File: src/rtl/ocdc_pkg.sv
package ocdc_pkg;

    ////////////////////////////////////////////////////////////////////////////////
    // register map, byte wide registers on the serial port
    localparam int DATA_W = 8;
    localparam int ADDR_W = 8;
    localparam logic [7:0] OFS_IMAGE_REV = 8'h09;
    localparam logic [7:0] OFS_DEVICE_CONTROL = 8'h0a;
    localparam logic [7:0] OFS_MARGIN_HI = 8'h10;

    // device_control fields
    localparam int BIT_PD = 6;
    localparam int BIT_CAL = 1;
    localparam int BIT_AUTO = 0;
    localparam logic [7:0] DEVICE_CONTROL_HOST_MASK = 8'h7d;
    localparam logic [7:0] DEVICE_CONTROL_RD_MASK = 8'h7f;
    localparam logic [7:0] MARGIN_RD_MASK = 8'h03;
    localparam int MARGIN_HI_W = 2;

    // reset values
    localparam logic [7:0] RST_IMAGE_REV = 8'h00;
    localparam logic [7:0] RST_DEVICE_CONTROL = 8'h01;
    localparam logic [7:0] RST_MARGIN_HI = 8'h00;
    localparam logic [7:0] RD_UNMAPPED = 8'h00;

    ////////////////////////////////////////////////////////////////////////////////
    // nonvolatile image layout
    localparam int NVM_AW = 2;
    localparam int NVM_WORDS = 3;
    localparam logic [1:0] NVM_IDX_REV = 2'h0;
    localparam logic [1:0] NVM_IDX_CTL = 2'h1;
    localparam logic [1:0] NVM_IDX_MARGIN = 2'h2;
    localparam logic [1:0] NVM_IDX_END = 2'h3;

    ////////////////////////////////////////////////////////////////////////////////
    // timing
    localparam int CLK_PERIOD_PS = 5000;
    localparam int CAL_TIME_NS_DEF = 2000;
    localparam int CAL_CNT_W = 16;
    localparam int PS_PER_NS = 1000;

    // startup and operating states
    typedef enum logic [2:0] {
        ST_LOAD,
        ST_CONFIG,
        ST_HALT,
        ST_PLL_OFF,
        ST_CAL,
        ST_LOCK,
        ST_RUN
    } ocdc_state_e;

    // one register access from the serial port engine
    typedef struct packed {
        logic wr;
        logic rd;
        logic [ADDR_W-1:0] addr;
        logic [DATA_W-1:0] wdata;
    } ocdc_req_s;

    // controls toward the synthesizer
    typedef struct packed {
        logic pllEnable;
        logic calReset;
        logic calBusy;
        logic outEnable;
    } ocdc_pll_s;

endpackage

File: src/rtl/ocdc_nvm_image.sv
`timescale 1ns/1ps
module ocdc_nvm_image #(
    parameter int WIDTH = 8,
    parameter int DEPTH = 4,
    parameter int AW = 2,
    parameter logic [DEPTH*WIDTH-1:0] INIT = '0
) (
    // clock and power-on reset
    input wire logic mclk,
    input wire logic rst,
    // write port from the commit engine
    input wire logic wrEn,
    input wire logic [AW-1:0] wrAddr,
    input wire logic [WIDTH-1:0] wrData,
    // registered read port
    input wire logic rdEn,
    input wire logic [AW-1:0] rdAddr,
    output logic [WIDTH-1:0] rdData
);

    if (DEPTH > (1 << AW) || DEPTH < 1) begin : g_chk
        $error("ocdc_nvm_image: DEPTH does not fit AW");
    end

    logic [WIDTH-1:0] mem_reg [DEPTH];
    logic [WIDTH-1:0] rdData_reg;
    logic [WIDTH-1:0] rdData_next;

    ////////////////////////////////////////////////////////////////////////////////
    // one word per entry; power-on reset stands in for the factory image
    for (genvar i = 0; i < DEPTH; i++) begin : g_word
        logic [WIDTH-1:0] word_next;
        always_comb begin
            word_next = mem_reg[i];
            if (wrEn && wrAddr == AW'(i)) begin
                word_next = wrData;
            end
        end
        always_ff @(posedge mclk) begin
            if (rst) begin
                mem_reg[i] <= INIT[i*WIDTH +: WIDTH];
            end else begin
                mem_reg[i] <= word_next;
            end
        end
    end

    // read data leaves from a register; out of range reads give zero
    always_comb begin
        rdData_next = rdData_reg;
        if (rdEn) begin
            rdData_next = (int'(rdAddr) < DEPTH) ? mem_reg[rdAddr] : '0;
        end
    end

    always_ff @(posedge mclk) begin
        if (rst) begin
            rdData_reg <= '0;
        end else begin
            rdData_reg <= rdData_next;
        end
    end

    assign rdData = rdData_reg;

endmodule

File: src/rtl/ocdc_device_ctl.sv
`timescale 1ns/1ps
module ocdc_device_ctl #(
    parameter int CAL_TIME_NS = ocdc_pkg::CAL_TIME_NS_DEF,
    // arbitrary image contents standing in for the factory image
    parameter logic [7:0] IMAGE_REV_INIT = 8'h00,
    parameter logic [7:0] DEVICE_CONTROL_INIT = ocdc_pkg::RST_DEVICE_CONTROL,
    parameter logic [7:0] MARGIN_HI_INIT = ocdc_pkg::RST_MARGIN_HI
) (
    // clock and power-on reset
    input wire logic mclk,
    input wire logic rst,
    // other reset sources
    input wire logic hwResetPinN,
    input wire logic swResetReq,
    // register access from the serial port engine
    input wire ocdc_pkg::ocdc_req_s regReq,
    output logic [ocdc_pkg::DATA_W-1:0] regRdata,
    output logic regRdValid,
    // nonvolatile image
    input wire logic nvmWrEn,
    input wire logic [ocdc_pkg::NVM_AW-1:0] nvmWrAddr,
    input wire logic [ocdc_pkg::DATA_W-1:0] nvmWrData,
    input wire logic nvmCommit,
    // synthesizer
    input wire logic pllLockRaw,
    output ocdc_pkg::ocdc_pll_s pllCtl,
    output logic [ocdc_pkg::MARGIN_HI_W-1:0] marginHigh
);

    localparam int CAL_CYCLES_RAW =
        (CAL_TIME_NS * ocdc_pkg::PS_PER_NS + ocdc_pkg::CLK_PERIOD_PS - 1)
        / ocdc_pkg::CLK_PERIOD_PS;
    localparam int CAL_CYCLES = (CAL_CYCLES_RAW < 1) ? 1 : CAL_CYCLES_RAW;
    localparam logic [ocdc_pkg::CAL_CNT_W-1:0] CAL_LAST =
        ocdc_pkg::CAL_CNT_W'(CAL_CYCLES - 1);

    if (CAL_TIME_NS < 1 || CAL_CYCLES >= (1 << ocdc_pkg::CAL_CNT_W)) begin : g_chk
        $error("ocdc_device_ctl: CAL_TIME_NS out of range");
    end

    ////////////////////////////////////////////////////////////////////////////////
    // reset pin synchroniser, three stages, change taken when stages two and three agree
    logic [2:0] pinSync_reg;
    logic [2:0] pinSync_next;
    logic pinLevel_reg;
    logic pinLevel_next;

    always_comb begin
        pinSync_next = {pinSync_reg[1:0], hwResetPinN};
        pinLevel_next = pinLevel_reg;
        if (pinSync_reg[1] == pinSync_reg[2]) begin
            pinLevel_next = pinSync_reg[2];
        end
    end

    always_ff @(posedge mclk) begin
        if (rst) begin
            pinSync_reg <= 3'h7;
            pinLevel_reg <= 1'b1;
        end else begin
            pinSync_reg <= pinSync_next;
            pinLevel_reg <= pinLevel_next;
        end
    end

    // any of the three sources restarts the device
    logic devRst;
    assign devRst = rst || !pinLevel_reg || swResetReq;

    ////////////////////////////////////////////////////////////////////////////////
    // nonvolatile image, read one word at a time
    logic memRdEn;
    logic [ocdc_pkg::NVM_AW-1:0] memRdAddr;
    logic [ocdc_pkg::DATA_W-1:0] memRdData;

    ocdc_nvm_image #(
        .WIDTH(ocdc_pkg::DATA_W),
        .DEPTH(ocdc_pkg::NVM_WORDS),
        .AW(ocdc_pkg::NVM_AW),
        .INIT({MARGIN_HI_INIT, DEVICE_CONTROL_INIT, IMAGE_REV_INIT})
    ) u_image (
        .mclk(mclk),
        .rst(rst),
        .wrEn(nvmWrEn),
        .wrAddr(nvmWrAddr),
        .wrData(nvmWrData),
        .rdEn(memRdEn),
        .rdAddr(memRdAddr),
        .rdData(memRdData)
    );

    ////////////////////////////////////////////////////////////////////////////////
    // register file and startup sequencer
    ocdc_pkg::ocdc_state_e state_reg, state_next;
    logic [7:0] imageRev_reg, imageRev_next;
    logic [7:0] devCtl_reg, devCtl_next;
    logic [ocdc_pkg::MARGIN_HI_W-1:0] marginHi_reg, marginHi_next;
    logic [ocdc_pkg::NVM_AW-1:0] loadIdx_reg, loadIdx_next;
    logic capValid_reg, capValid_next;
    logic [ocdc_pkg::NVM_AW-1:0] capIdx_reg, capIdx_next;
    logic [ocdc_pkg::CAL_CNT_W-1:0] calCnt_reg, calCnt_next;
    ocdc_pkg::ocdc_pll_s pll_reg, pll_next;
    logic pdBit, autoBit, calBit, ctlWrite, trigWrite, startCal, calDone;

    assign pdBit = devCtl_reg[ocdc_pkg::BIT_PD];
    assign autoBit = devCtl_reg[ocdc_pkg::BIT_AUTO];
    assign calBit = devCtl_reg[ocdc_pkg::BIT_CAL];
    assign ctlWrite = regReq.wr && regReq.addr == ocdc_pkg::OFS_DEVICE_CONTROL;
    assign trigWrite = ctlWrite && regReq.wdata[ocdc_pkg::BIT_CAL] && !calBit;
    assign calDone = state_reg == ocdc_pkg::ST_CAL && calCnt_reg == CAL_LAST;

    // the host may start a calibration only once startup has settled
    always_comb begin
        startCal = 1'b0;
        case (state_reg)
            ocdc_pkg::ST_HALT,
            ocdc_pkg::ST_LOCK,
            ocdc_pkg::ST_RUN: startCal = trigWrite && !pdBit;
            default: startCal = 1'b0;
        endcase
    end

    always_comb begin
        state_next = state_reg;
        imageRev_next = imageRev_reg;
        devCtl_next = devCtl_reg;
        marginHi_next = marginHi_reg;
        loadIdx_next = loadIdx_reg;
        capValid_next = 1'b0;
        capIdx_next = capIdx_reg;
        calCnt_next = calCnt_reg;
        memRdEn = 1'b0;
        memRdAddr = loadIdx_reg;
        // host writes; the trigger bit is owned by the sequencer
        if (ctlWrite) begin
            devCtl_next = (devCtl_reg & ~ocdc_pkg::DEVICE_CONTROL_HOST_MASK)
                | (regReq.wdata & ocdc_pkg::DEVICE_CONTROL_HOST_MASK);
        end
        if (regReq.wr && regReq.addr == ocdc_pkg::OFS_MARGIN_HI) begin
            marginHi_next = regReq.wdata[ocdc_pkg::MARGIN_HI_W-1:0];
        end
        // image words land one cycle after their read
        if (capValid_reg) begin
            case (capIdx_reg)
                ocdc_pkg::NVM_IDX_REV: imageRev_next = memRdData;
                ocdc_pkg::NVM_IDX_CTL: begin
                    devCtl_next = memRdData & ocdc_pkg::DEVICE_CONTROL_HOST_MASK;
                end
                ocdc_pkg::NVM_IDX_MARGIN: begin
                    marginHi_next = memRdData[ocdc_pkg::MARGIN_HI_W-1:0];
                end
                default: imageRev_next = imageRev_reg;
            endcase
        end
        // a commit refreshes the revision; during loading the load reads it anyway
        if (nvmCommit && state_reg != ocdc_pkg::ST_LOAD) begin
            memRdEn = 1'b1;
            memRdAddr = ocdc_pkg::NVM_IDX_REV;
            capValid_next = 1'b1;
            capIdx_next = ocdc_pkg::NVM_IDX_REV;
        end
        case (state_reg)
            ocdc_pkg::ST_LOAD: begin
                if (loadIdx_reg != ocdc_pkg::NVM_IDX_END) begin
                    memRdEn = 1'b1;
                    memRdAddr = loadIdx_reg;
                    capValid_next = 1'b1;
                    capIdx_next = loadIdx_reg;
                    loadIdx_next = loadIdx_reg + ocdc_pkg::NVM_AW'(1);
                end else if (!capValid_reg) begin
                    state_next = ocdc_pkg::ST_CONFIG;
                end
            end
            ocdc_pkg::ST_CONFIG: begin
                // powerdown first, then auto start alone decides
                if (pdBit) begin
                    state_next = ocdc_pkg::ST_PLL_OFF;
                end else if (autoBit) begin
                    state_next = ocdc_pkg::ST_CAL;
                end else begin
                    state_next = ocdc_pkg::ST_HALT;
                end
            end
            ocdc_pkg::ST_HALT: begin
                if (pdBit) begin
                    state_next = ocdc_pkg::ST_PLL_OFF;
                end else if (startCal) begin
                    state_next = ocdc_pkg::ST_CAL;
                end
            end
            ocdc_pkg::ST_PLL_OFF: begin
                if (!pdBit) begin
                    state_next = ocdc_pkg::ST_CAL;
                end
            end
            ocdc_pkg::ST_CAL: begin
                calCnt_next = calCnt_reg + ocdc_pkg::CAL_CNT_W'(1);
                if (pdBit) begin
                    state_next = ocdc_pkg::ST_PLL_OFF;
                    devCtl_next[ocdc_pkg::BIT_CAL] = 1'b0;
                end else if (calDone) begin
                    state_next = ocdc_pkg::ST_LOCK;
                    devCtl_next[ocdc_pkg::BIT_CAL] = 1'b0;
                end
            end
            ocdc_pkg::ST_LOCK: begin
                if (pdBit) begin
                    state_next = ocdc_pkg::ST_PLL_OFF;
                end else if (startCal) begin
                    state_next = ocdc_pkg::ST_CAL;
                end else if (pllLockRaw) begin
                    state_next = ocdc_pkg::ST_RUN;
                end
            end
            ocdc_pkg::ST_RUN: begin
                if (pdBit) begin
                    state_next = ocdc_pkg::ST_PLL_OFF;
                end else if (startCal) begin
                    state_next = ocdc_pkg::ST_CAL;
                end else if (!pllLockRaw) begin
                    state_next = ocdc_pkg::ST_LOCK;
                end
            end
            default: state_next = ocdc_pkg::ST_LOAD;
        endcase
        if (startCal) begin
            devCtl_next[ocdc_pkg::BIT_CAL] = 1'b1;
        end
        if (state_next == ocdc_pkg::ST_CAL && state_reg != ocdc_pkg::ST_CAL) begin
            calCnt_next = '0;
        end
        // outputs follow the state being entered, so they come from flops
        pll_next.pllEnable = state_next inside {ocdc_pkg::ST_CAL, ocdc_pkg::ST_LOCK,
            ocdc_pkg::ST_RUN};
        pll_next.calReset = state_next != ocdc_pkg::ST_CAL;
        pll_next.calBusy = state_next == ocdc_pkg::ST_CAL;
        pll_next.outEnable = state_next == ocdc_pkg::ST_RUN;
        // any device reset restarts from the image; the image survives pin and software resets
        if (devRst) begin
            state_next = ocdc_pkg::ST_LOAD;
            imageRev_next = ocdc_pkg::RST_IMAGE_REV;
            devCtl_next = ocdc_pkg::RST_DEVICE_CONTROL;
            marginHi_next = ocdc_pkg::RST_MARGIN_HI[ocdc_pkg::MARGIN_HI_W-1:0];
            loadIdx_next = ocdc_pkg::NVM_IDX_REV;
            capValid_next = 1'b0;
            calCnt_next = '0;
            pll_next = '0;
            pll_next.calReset = 1'b1;
        end
    end

    always_ff @(posedge mclk) begin
        if (rst) begin
            state_reg <= ocdc_pkg::ST_LOAD;
            imageRev_reg <= ocdc_pkg::RST_IMAGE_REV;
            devCtl_reg <= ocdc_pkg::RST_DEVICE_CONTROL;
            marginHi_reg <= ocdc_pkg::RST_MARGIN_HI[ocdc_pkg::MARGIN_HI_W-1:0];
            loadIdx_reg <= ocdc_pkg::NVM_IDX_REV;
            capValid_reg <= 1'b0;
            capIdx_reg <= ocdc_pkg::NVM_IDX_REV;
            calCnt_reg <= '0;
            pll_reg <= '{pllEnable: 1'b0, calReset: 1'b1, calBusy: 1'b0, outEnable: 1'b0};
        end else begin
            state_reg <= state_next;
            imageRev_reg <= imageRev_next;
            devCtl_reg <= devCtl_next;
            marginHi_reg <= marginHi_next;
            loadIdx_reg <= loadIdx_next;
            capValid_reg <= capValid_next;
            capIdx_reg <= capIdx_next;
            calCnt_reg <= calCnt_next;
            pll_reg <= pll_next;
        end
    end

    ////////////////////////////////////////////////////////////////////////////////
    // read path; reserved bits read as zero, unmapped offsets read zero
    logic [7:0] rdData_reg, rdData_next;
    logic rdValid_reg, rdValid_next;

    always_comb begin
        rdData_next = rdData_reg;
        rdValid_next = regReq.rd;
        if (regReq.rd) begin
            case (regReq.addr)
                ocdc_pkg::OFS_IMAGE_REV: rdData_next = imageRev_reg;
                ocdc_pkg::OFS_DEVICE_CONTROL: rdData_next = devCtl_reg & ocdc_pkg::DEVICE_CONTROL_RD_MASK;
                ocdc_pkg::OFS_MARGIN_HI: begin
                    rdData_next = 8'(marginHi_reg) & ocdc_pkg::MARGIN_RD_MASK;
                end
                default: rdData_next = ocdc_pkg::RD_UNMAPPED;
            endcase
        end
    end

    always_ff @(posedge mclk) begin
        if (rst) begin
            rdData_reg <= ocdc_pkg::RD_UNMAPPED;
            rdValid_reg <= 1'b0;
        end else begin
            rdData_reg <= rdData_next;
            rdValid_reg <= rdValid_next;
        end
    end

    assign regRdata = rdData_reg;
    assign regRdValid = rdValid_reg;
    assign pllCtl = pll_reg;
    assign marginHigh = marginHi_reg;
endmodule

File: config.mk
export PLATFORM = sky130hd
export DESIGN_NAME = ocdc_device_ctl
export DESIGN_NICKNAME = d
export VERILOG_FILES = /design/src/rtl/ocdc_pkg.sv /design/src/rtl/ocdc_nvm_image.sv /design/src/rtl/ocdc_device_ctl.sv
export SDC_FILE = /design/constraint.sdc
export NUM_CORES = 1
export LEC_CHECK = 0
export BUFFER_PORTS_ARGS = -buffer_cell sky130_fd_sc_hd__buf_4
export CAP_MARGIN = 40
export CORE_ASPECT_RATIO = 1.75
export CORE_UTILIZATION = 45
export CTS_CLUSTER_SIZE = 24
export DETAILED_ROUTE_END_ITERATION = 16
export GPL_ROUTABILITY_DRIVEN = 0
export PLACE_DENSITY = 0.65
export SYNTH_ARGS = -nofsm -noshare
export SYNTH_HDL_FRONTEND = slang
export SYNTH_HIERARCHICAL = 1
export SYNTH_SLANG_ARGS = --single-unit
File: constraint.sdc
create_clock -name mclk -period 2 [get_ports mclk]
set_input_delay 0.1 -clock mclk [delete_from_list [all_inputs] [get_ports mclk]]
set_output_delay 0.1 -clock mclk [all_outputs]
set_load 0.05 [all_outputs]
* Word level (Yosys, flattened, before mapping)
Memory sizes are Yosys's and may differ from the RTL's. A register that Yosys moved wholly into a read port is not among the register bits.
Cells that the tools add are included.
Widths: inputs -> output; s select.
** Storage, ports and cells
- Memories kept :: 1
- Bits of input ports :: 35
- ROM bits :: 0
- Bits in writable memories :: 24
- Register bits :: 59
- Output and inout port bits :: 15
- Bits in latches :: 0
** Memory list
- u_image.mem_reg :: depth 3, bits a word 8, rd ports 1, clocked after memory_dff 1, write ports 3, line ocdc_nvm_image.sv:25 : logic [WIDTH-1:0] mem_reg [DEPTH];
** Cells by class
- Add/subtract/negate cells :: 2
- Multiply operators :: 0
- Reduce and logical (&&, ||, !) cells :: 29
- Shift operators :: 0
- $lt $le $gt $ge :: 0
- Mux-type cells :: 46
- Bitwise logic cells :: 4
- Divide/modulo/power cells :: 0
- Equal/unequal tests :: 24
** Operators with widths (count)
- $mux 8 :: 9
- $mux 3 :: 15
- $pmux 8 s3 :: 1
- $pmux 3 s7 :: 1
- $eq 3x3->1 const B :: 6
- $mux 2 :: 9
- $add 16x1->16 const B :: 1
- $eq 16x9->1 const B :: 1
- $eq 8x4->1 const B :: 2
- $logic_and 1x1->1 :: 11
- $mux 1 :: 11
- $reduce_and 2->1 :: 5
- $eq 8x5->1 const B :: 1
- $or 8x7->8 :: 1
- $eq 3x2->1 const B :: 2
- $ne 3x3->1 const B :: 2
- $reduce_bool 3->1 :: 2
- $reduce_or 3->1 :: 2
- $eq 2x1->1 const B :: 2
- $eq 2x2->1 const B :: 2
- $logic_not 2->1 :: 2
- $eq 3x1->1 const B :: 1
- $logic_not 1->1 :: 3
- $logic_not 3->1 :: 1
- 7 further kinds :: 12

* Depth between registers and ports, before layout
Gate-level depths: netlist of the first run.
- Depth after elaboration :: 12
- Mapped depth :: 10

* Hierarchy
The synthesis of the first run kept the hierarchy.
** By module, submodules not included
- ocdc_device_ctl :: cells an instance 299, area an instance 2763.9 µm², seq. area each 1161.1 µm², instances 1
- ocdc_nvm_image :: cells an instance 111, area an instance 1408.9 µm², seq. area each 880.8 µm², instances 1

* Worst setup path before layout of the first run
No wires, ideal clock.
- Path type :: register to register
- Start :: register state_reg[2]
- End :: register u_image.rdData_reg[0], in the netlist u_image/rdData[0] (read register of u_image.mem_reg)
- Buffers on the path :: 4
- Cell stages (with the launch flop) :: 11
- Setup time :: 91 ps
- Slack :: -109 ps
- Arrival :: 2018 ps
- Cell sequence :: dfxtp_1 buf_6 or3_1 buf_2 nor2_1 a21oi_1 inv_1 clkbuf_1 buf_2 nor2_1 a311oi_1
** Between the ends
- Word-level cells in the longest chain between the ends :: 5
** RTL lines
- start, declared :: line ocdc_device_ctl.sv:94 : ocdc_pkg::ocdc_state_e state_reg, state_next;
- start signal, assigned :: line ocdc_device_ctl.sv:254 : state_reg <= ocdc_pkg::ST_LOAD;
- start signal, assigned :: line ocdc_device_ctl.sv:264 : state_reg <= state_next;
- $reduce_bool 3->1 :: line ocdc_device_ctl.sv:156 : if (nvmCommit && state_reg != ocdc_pkg::ST_LOAD) begin
- $logic_and 1x1->1 :: line ocdc_device_ctl.sv:156
- $mux 1 :: line ocdc_device_ctl.sv:156
- $mux 1 :: line ocdc_device_ctl.sv:164 : if (loadIdx_reg != ocdc_pkg::NVM_IDX_END) begin
- $mux 1 * :: line ocdc_device_ctl.sv:162 : case (state_reg)
- named net memRdEn :: line ocdc_device_ctl.sv:72 : logic memRdEn;
- end, declared :: line ocdc_nvm_image.sv:26 : logic [WIDTH-1:0] rdData_reg;
The timed path passes the listed nets; every way through them passes the cells marked *.
A chain may end at the register's enable or synchronous reset.

* Worst setup path after layout of the first run
- Start :: register state_reg[2]
- End :: register calCnt_reg[3] (netlist bit)
** Between the ends
- Word-level cells in the longest chain between the ends :: 9
** RTL lines
- $eq 3x3->1 / $eq 3x2->1 (equally long branches) :: line ocdc_device_ctl.sv:115, ocdc_device_ctl.sv:162
- $reduce_or 3->1 :: line ocdc_device_ctl.sv:115 : case (state_reg)
- $mux 1 :: line ocdc_device_ctl.sv:115
- $mux 3 (on tied branches) :: line ocdc_device_ctl.sv:218, ocdc_device_ctl.sv:187, ocdc_device_ctl.sv:209
- $mux 3 (on tied branches) :: line ocdc_device_ctl.sv:216, ocdc_device_ctl.sv:185, ocdc_device_ctl.sv:207
- $pmux 3 s7 :: line ocdc_device_ctl.sv:162
- $eq 3x3->1 :: line ocdc_device_ctl.sv:229 : if (state_next == ocdc_pkg::ST_CAL && state_reg != ocdc_pkg::ST_CAL) begin
- $logic_and 1x1->1 :: line ocdc_device_ctl.sv:229
- $reduce_or 3->1 (no source line)
- end signal, assigned :: line ocdc_device_ctl.sv:271 : calCnt_reg <= calCnt_next;
- end, declared :: line ocdc_device_ctl.sv:101 : logic [ocdc_pkg::CAL_CNT_W-1:0] calCnt_reg, calCnt_next;
Parallel ways exist; a longest one is shown, timed or not.

==> results of run 1 <==
==> kinds of logic (layout without fill, tap and decap cells) <==
kind of cell             count (synthesis)  after routing
adder cells (fa/ha/maj)                  2              2
flip-flops                              90             90
XOR/XNOR                                15             15
multiplexers                            24             24
AND/OR/NAND/NOR                        186            186
AO/OA/AOI/OAI                           67             67
buffers and inverters                   26             92
==> worst max-delay path, stage by stage, from the launching register on <==
cell and delay (ps):
dfxtp_1 350, buf_4 130, or3b_1 460, nor2_4 200, a31o_2 250, nor4_4 80
buf_12 170, nor3_1 170
==> cell type report <==
type                            instances  area [sq um]  area share, %
Tap cell                              120           150           2.93
Sequential cell                        90          2040           39.9
Inverter                                4          15.0          0.293
Clock buffer                           11           275           5.37
Timing Repair Buffer                   72           559           10.9
Multi-Input combinational cell        294          2020           39.5
Clock inverter                          5          56.3           1.10
==> Yosys cell counts (4+ instances only) <==
library cell  number  area share, %
nand4_1            5           0.75
xor2_1            10            2.1
a211oi_1           8            1.4
a31o_2             5            1.0
nand2b_1          10            1.5
or2_1              9            1.3
nor3_2            13            3.1
and3_1             5           0.75
nand2_1           20            1.8
clkbuf_1          10           0.90
a22o_1             7            1.5
mux2i_1           24            5.8
nand3_1           14            1.7
buf_2              6           0.72
a21oi_1           18            2.2
inv_1              4           0.36
o21ai_0            6           0.72
edfxtp_1          24             17
a311oi_1           6            1.3
nor2b_1           10            1.5
nor3_1            10            1.2
nor2_1            39            3.5
and2_1            24            3.6
or2_2              5           0.75
dfxtp_1           66             32
xnor2_1            5            1.0
==> timing repair <==
item / 4_1_cts / 5_1_grt
setup endpoints to repair: 0 / 17
resized for setup: 0 / 8
endpoints found under the hold margin: 1 / 0
hold buffers: 1 / 0
==> how the worst max path moves through the flow <==
stage	to	from	slack, ps
finish	calCnt_reg[3]	state_reg[2]	110
global route	calCnt_reg[4]	state_reg[2]	2
CTS	u_image/rdData[2]	state_reg[1]	10
detailed placement	u_image/rdData[2]	state_reg[1]	40
global placement	u_image/rdData[4]	state_reg[1]	70
floorplan	u_image/rdData[0]	state_reg[2]	20
==> per-layer routing <==
layer,GRT usage [%],vias up,wire length [um],share of wire (%)
li1,-,1587,-,-
met2,36.2,44,4810,56
met5,0,-,0,0
met1,21.2,1460,3380,40
met4,6.99,0,151,1.8
met3,3.81,11,188,2.2
==> where the power goes <==
part	switching, mW	internal (mW)	total (mW)
clock network	0.692	1.12	1.81
registers	0.0287	1.93	1.96
logic	0.129	0.121	0.250
total	0.850	3.17	4.02
==> stage by stage <==
stage,power (mW),std cells
after floorplan,2.14,410
after global placement,2.24,579
after detailed placement,2.25,579
after CTS,4.06,596
after global routing,4.18,596
final,4.02,596
==> cell usage in the layout, fill, tap and decap left out, types with 7 or more instances in the layout <==
cell and count:
edfxtp_1 24, buf_4 69, a211oi_1 8, mux2i_1 24
a21oi_1 17, nor3_1 10, nand2b_1 10, xor2_1 10
dfxtp_1 66, a22o_1 7, clkbuf_16 11, or2_1 9
nand3_1 14, and2_1 24, nor3_2 13, nor2b_1 9
nor2_1 38, nand2_1 20
==> summary.md, run 1 <==
| Metric | Value |
|---|---|
| Status | finished clean |
| # clock sinks | 90 |
| Reg2reg start | state_reg[2] |
| CP Launch Type | flop |
| Buffers on Ports | 48 |
| Die area | around 9700 sq um |
| Compound-gate portion of the synthesized area | a little under an eighth |
| Hold WS | 54.3 ps |
| Worst vdd ir | roughly 0.58 mV |
| Number of flops mapped to enable cells by yosys | 24 |
| Cell count of the worst hold path | 2 |
| Filler cell count | around 800 |
| Vias/cell | between 5 and 6 |
| Max cap viols | 0 |
| Max FFs per register | 24 |
| Placed inst area | ~4800 sq um |
| Post-layout net count | about 510 |
| RSZ-0062 raised after global routing | false |
| Clk buf depth | 2 |
| Clk_skew | between 8 and 9 ps |
| Total track usage | slightly below 20% |
| Synth Area in XOR/XNOR | 3.15% |
| Ys async rst share | 0% |
| Post-Synthesis Cell Area | between 4000 and 5000 sq um |
| Net Count, Synth | between 400 and 500 |
| CP required | about 2300 ps |
| Layout cells sized above 1 | 26.9% |
| Die X | 74.8 um |
| Max_slew headroom | 69.5% |
| Pwr Density | slightly below 800 nW/um^2 |
| Drt total wl | roughly 8.5 mm |
| Clk_lat worst skew | around 340 ps |
| Final HPWL DP | ~6.4 mm |
| Synth Area in Simple Gates | a little over a quarter |
| Hold Path Origin | nvmWrData[5] |
| Finish-stage setup viols | 0 |
| Fin crit period | 1890 ps |
| ANT cells | 0 |
| TritonCTS clock tree | done |
| DRT iter0 DRCs | 169 |
| Row count | 46 |
| Crit Path Category | reg -> reg |
| Post-Syn Instances | just over 400 |
| Core Util, Final | between 50% and 60% |
| Crit path max fanout | 14 |
| GRT overflow | 0 |
| Worst r2r dst | calCnt_reg[3] |
| Initial antenna violation count | 0 |
| Distinct cell type count after synthesis | a little under 60 |
| Min-Delay Endpoint | u_image/mem_reg[2][5] |
| I/O pin total | 50 |
| Flops & latches, synth | 90 |
| Initial Util | roughly 46% |
| CTS H-tree depth | 3 |
| Leak | 1.95 nW |
| DR vias | about 3,100 |
| Global-route wire length before repair | ~14 mm |
| CTS root buf | clkbuf_16 |
| Max Transition Viols Final | 0 |
| Min-Delay Path Class | in -> reg |
| Post-route cell area | between 5000 and 6000 sq um |
| Area Growth Syn to Fin | 22.8% |
| WL/cell | 14.3 um |
| Die Span Y | approximately 130 um |
| Multiplexer share of the synthesized area | 5.76% |
| Number of global-route vias before repair | 3,140 |
| Remaining antenna violation count | 0 |
| Final hold vios | 0 |
| Setup WS post-layout | about 110 ps |
| Largest family of logic cells by synthesized area | simple AND/OR/NAND/NOR gates |
| Pre-antenna DRT Iters | 5 |
| Ys Warns | 6 |
| Post-CTS Setup Bufs | 0 |
| Arrival time worst endpoint | approximately 2200 ps |
| Synth Flop Type | dfxtp_1 |
| R2R depth | 7 |
| Pre-CTS setup slack | between 40 and 50 ps |
| Post-synthesis adder-cell area fraction | less than 1% |
| Post-synthesis sequential area ratio | 48.9% |
| Worst setup EP type | flop |
| Avg Cell Area, Syn | 10.2 sq um |
| Worst-path clk slew | 60 ps |
| Fmax | 529 MHz |
| Period utilisation layout | 94.5% |
| CTS Buf Count | 9 |
| Post-route setup TNS | 0 ps |
| Largest net degree at the start of global routing | 29 |
| Reg2reg setup slack | roughly 110 ps |
| Core area | about 9000 sq um |
| Worst-margin pin slew | approximately 460 ps |
| DR DRC count | 0 |
Power figures use the tool's default switching activity.
==> inputs of run 2 (changes only) <==
--- a/config.mk
+++ b/config.mk
@@ -8,11 +8,11 @@
 export BUFFER_PORTS_ARGS = -buffer_cell sky130_fd_sc_hd__buf_4
 export CAP_MARGIN = 40
 export CORE_ASPECT_RATIO = 1.75
-export CORE_UTILIZATION = 45
+export CORE_UTILIZATION = 50
 export CTS_CLUSTER_SIZE = 24
 export DETAILED_ROUTE_END_ITERATION = 16
 export GPL_ROUTABILITY_DRIVEN = 0
-export PLACE_DENSITY = 0.65
+export PLACE_DENSITY = 0.71
 export SYNTH_ARGS = -nofsm -noshare
 export SYNTH_HDL_FRONTEND = slang
 export SYNTH_HIERARCHICAL = 1
==> run 2 against run 1 <==
Compared with the run above:
- combinational power increased by 3%
- global-route usage is 2.2 points higher
- clock power down 8%
- final cell count fell by 4.2%
- routed wire length rose by 1.9%
- clock-buffer cell count is the same
- design area shrank 0.78%
- die area down 9.8%
- sequential power barely moved
- non-clock buffer count up 5
==> summary.md, run 2 (synthesis results as in run 1) <==
| Metric | Value |
|---|---|
| TritonCTS clock tree | done |
| Drt total wl | 8.69 mm (+1.9%) |
| Largest net degree at the start of global routing | 29 (unchanged) |
| CP Launch Type | flop |
| Fmax | 530 MHz (+0.20%) |
| Number of global-route vias before repair | 3,274 (+4.3%) |
| Area of the multi-input gates | 2020 sq um (about the same) |
| Busiest layer in global routing | met2 |
| Max cap viols | 0 (unchanged) |
| Filler cell count | 694 (-13%) |
| ANT cells | 0 (unchanged) |
| Row count | 43 (-6.5%) |
| Leading cell types in the layout, fill and taps excluded | 74 x buf_4, 65 x dfxtp_1, 38 x nor2_1 |
| Pre-antenna DRT Iters | 6 (+1) |
| Worst vdd ir | 0.515 mV (-12%) |
| Die area | 8730 sq um (-9.8%) |
| DR vias | 3,216 (+3.7%) |
| WL/cell | 15.2 um (+6.3%) |
| Clk_skew | 5.54 ps (-2.76 ps) |
| Clk_lat worst skew | 340 ps (about the same) |
| Area Growth Syn to Fin | 21.8% |
| I/O pin total | 50 (unchanged) |
| CP required | 2240 ps (-20 ps) |
| Leak | 1.96 nW (+0.39%) |
| Finish-stage setup viols | 0 (unchanged) |
| Arrival time worst endpoint | 2130 ps (-20 ps) |
| Post-CTS Setup Bufs | 0 (unchanged) |
| Vias/cell | 5.63 (+8.2%) |
| DRT iter0 DRCs | 198 (+17%) |
| Total power | 3.88 mW (-3.4%) |
| Worst-path clk slew | 60 ps (about the same) |
| Final hold vios | 0 (unchanged) |
| Initial antenna violation count | 0 (unchanged) |
| Period utilisation layout | 94.3% (-0.19 points) |
| Initial Util | 52.1% (+5.9 points) |
| Post-route cell area | 5080 sq um (-0.78%) |
| Global-route wire length before repair | 14.4 mm (+1.3%) |
| Die X | 71.1 um (-5.0%) |
| Core area | 8020 sq um (-11%) |
| Pwr Density | 764 nW/um^2 (-2.7%) |
| Crit Path Category | reg -> reg |
| DR DRC count | 0 (unchanged) |
| Die Span Y | 123 um (-5.1%) |
| # clock sinks | 90 (unchanged) |
| Min-Delay Path Class | in -> reg |
| Clk buf depth | 2 (unchanged) |
| M2 GR Usage | 42.4% (+6.2 points) |
| Max_slew headroom | 63.9% (-5.6 points) |
| CTS root buf | clkbuf_16 |
| RSZ-0062 raised after global routing | true |
| Status | finished clean |
| Placed inst area | 4750 sq um (-0.16%) |
| Final HPWL DP | 6.55 mm (+2.7%) |
| Met1 GRT Util | 20.8% (-0.32 points) |
| Crit path max fanout | 6 (-8) |
| Remaining antenna violation count | 0 (unchanged) |
| GRT overflow | 0 (unchanged) |
| Fin crit period | 1890 ps (-3.72 ps) |
| Commonest non-fill, non-tap cell in the layout | buf_4 |
| Worst-margin pin slew | 537 ps (+80.5 ps) |
| Post-layout net count | 513 (+0.98%) |
| Worst setup EP type | flop |
| M3 GR Usage | 4.52% (+0.71 points) |
| Max FFs per register | 24 (unchanged) |
| CTS H-tree depth | 3 (unchanged) |
| Total track usage | 21.7% (+2.2 points) |
| CTS Buf Count | 9 (unchanged) |
| Reg area | 2040 sq um (about the same) |
| Buffers on Ports | 48 (unchanged) |
| Max Transition Viols Final | 0 (unchanged) |
| Layout cells sized above 1 | 27.9% (+0.97 points) |
-- run 2: worst paths after layout --
kind / cells past startpoint / slack [ps] / startpoint / endpoint
setup / recovery: 6 / 110 / state_reg[2] / u_image/rdData[6]
hold / removal: 2 / 40 / nvmWrData[0] / u_image/mem_reg[1][0]
setup reg to reg: 6 / 110 / state_reg[2] / u_image/rdData[6]
hold reg to reg: 1 / 410 / pinSync_reg[0] / pinSync_reg[1]
-- run 2: repair_timing --
action	CTS	global route
resized for setup	0	9
setup endpoints to repair	0	23
hold buffers	1	0
endpoints found under the hold margin	1	0
-- run 2: power by group --
group,switching (mW),total [mW],internal [mW]
Sequential,0.0303,1.96,1.93
Combinational,0.133,0.258,0.125
Clock,0.667,1.66,0.997
-- run 2: through the flow --
stage | TNS, ps | setup WS [ps] | cells | hold WS [ps] | util [%]
final | 0 | 114 | 571 | 42.8 | 63.4
after global routing | -10.8 | -10.8 | 571 | 41.6 | 63.4
after CTS | 0 | 32.0 | 570 | 37.3 | 63.1
after detailed placement | 0 | 74.5 | 553 | 289 | 59.2
after global placement | 0 | 94.5 | 553 | 285 | 59.2
after floorplan | 0 | 19.6 | 410 | 172 | -
-- run 2: area by class of cell --
type / instances / share of cell area [%]
clock buffers: 11 / 4.78
multi-input cells: 294 / 39.8
flip-flops and latches: 90 / 40.2
repair buffers: 77 / 11.6
inverters: 4 / 0.295
clock inverters: 5 / 1.08
well taps: 90 / 2.22
-- run 2: layer usage --
metal	share of wire, %	routed length (um)
met5	0	0
met4	2.8	240
met2	58	5030
met3	3.0	259
met1	36	3160
-- run 2: critical path, stage by stage (launching register included) --
cell      delay (ps)
dfxtp_1          350
or3_4            420
a21boi_2         220
buf_4            210
mux2i_1          100
or2_1            210
a311oi_1         280
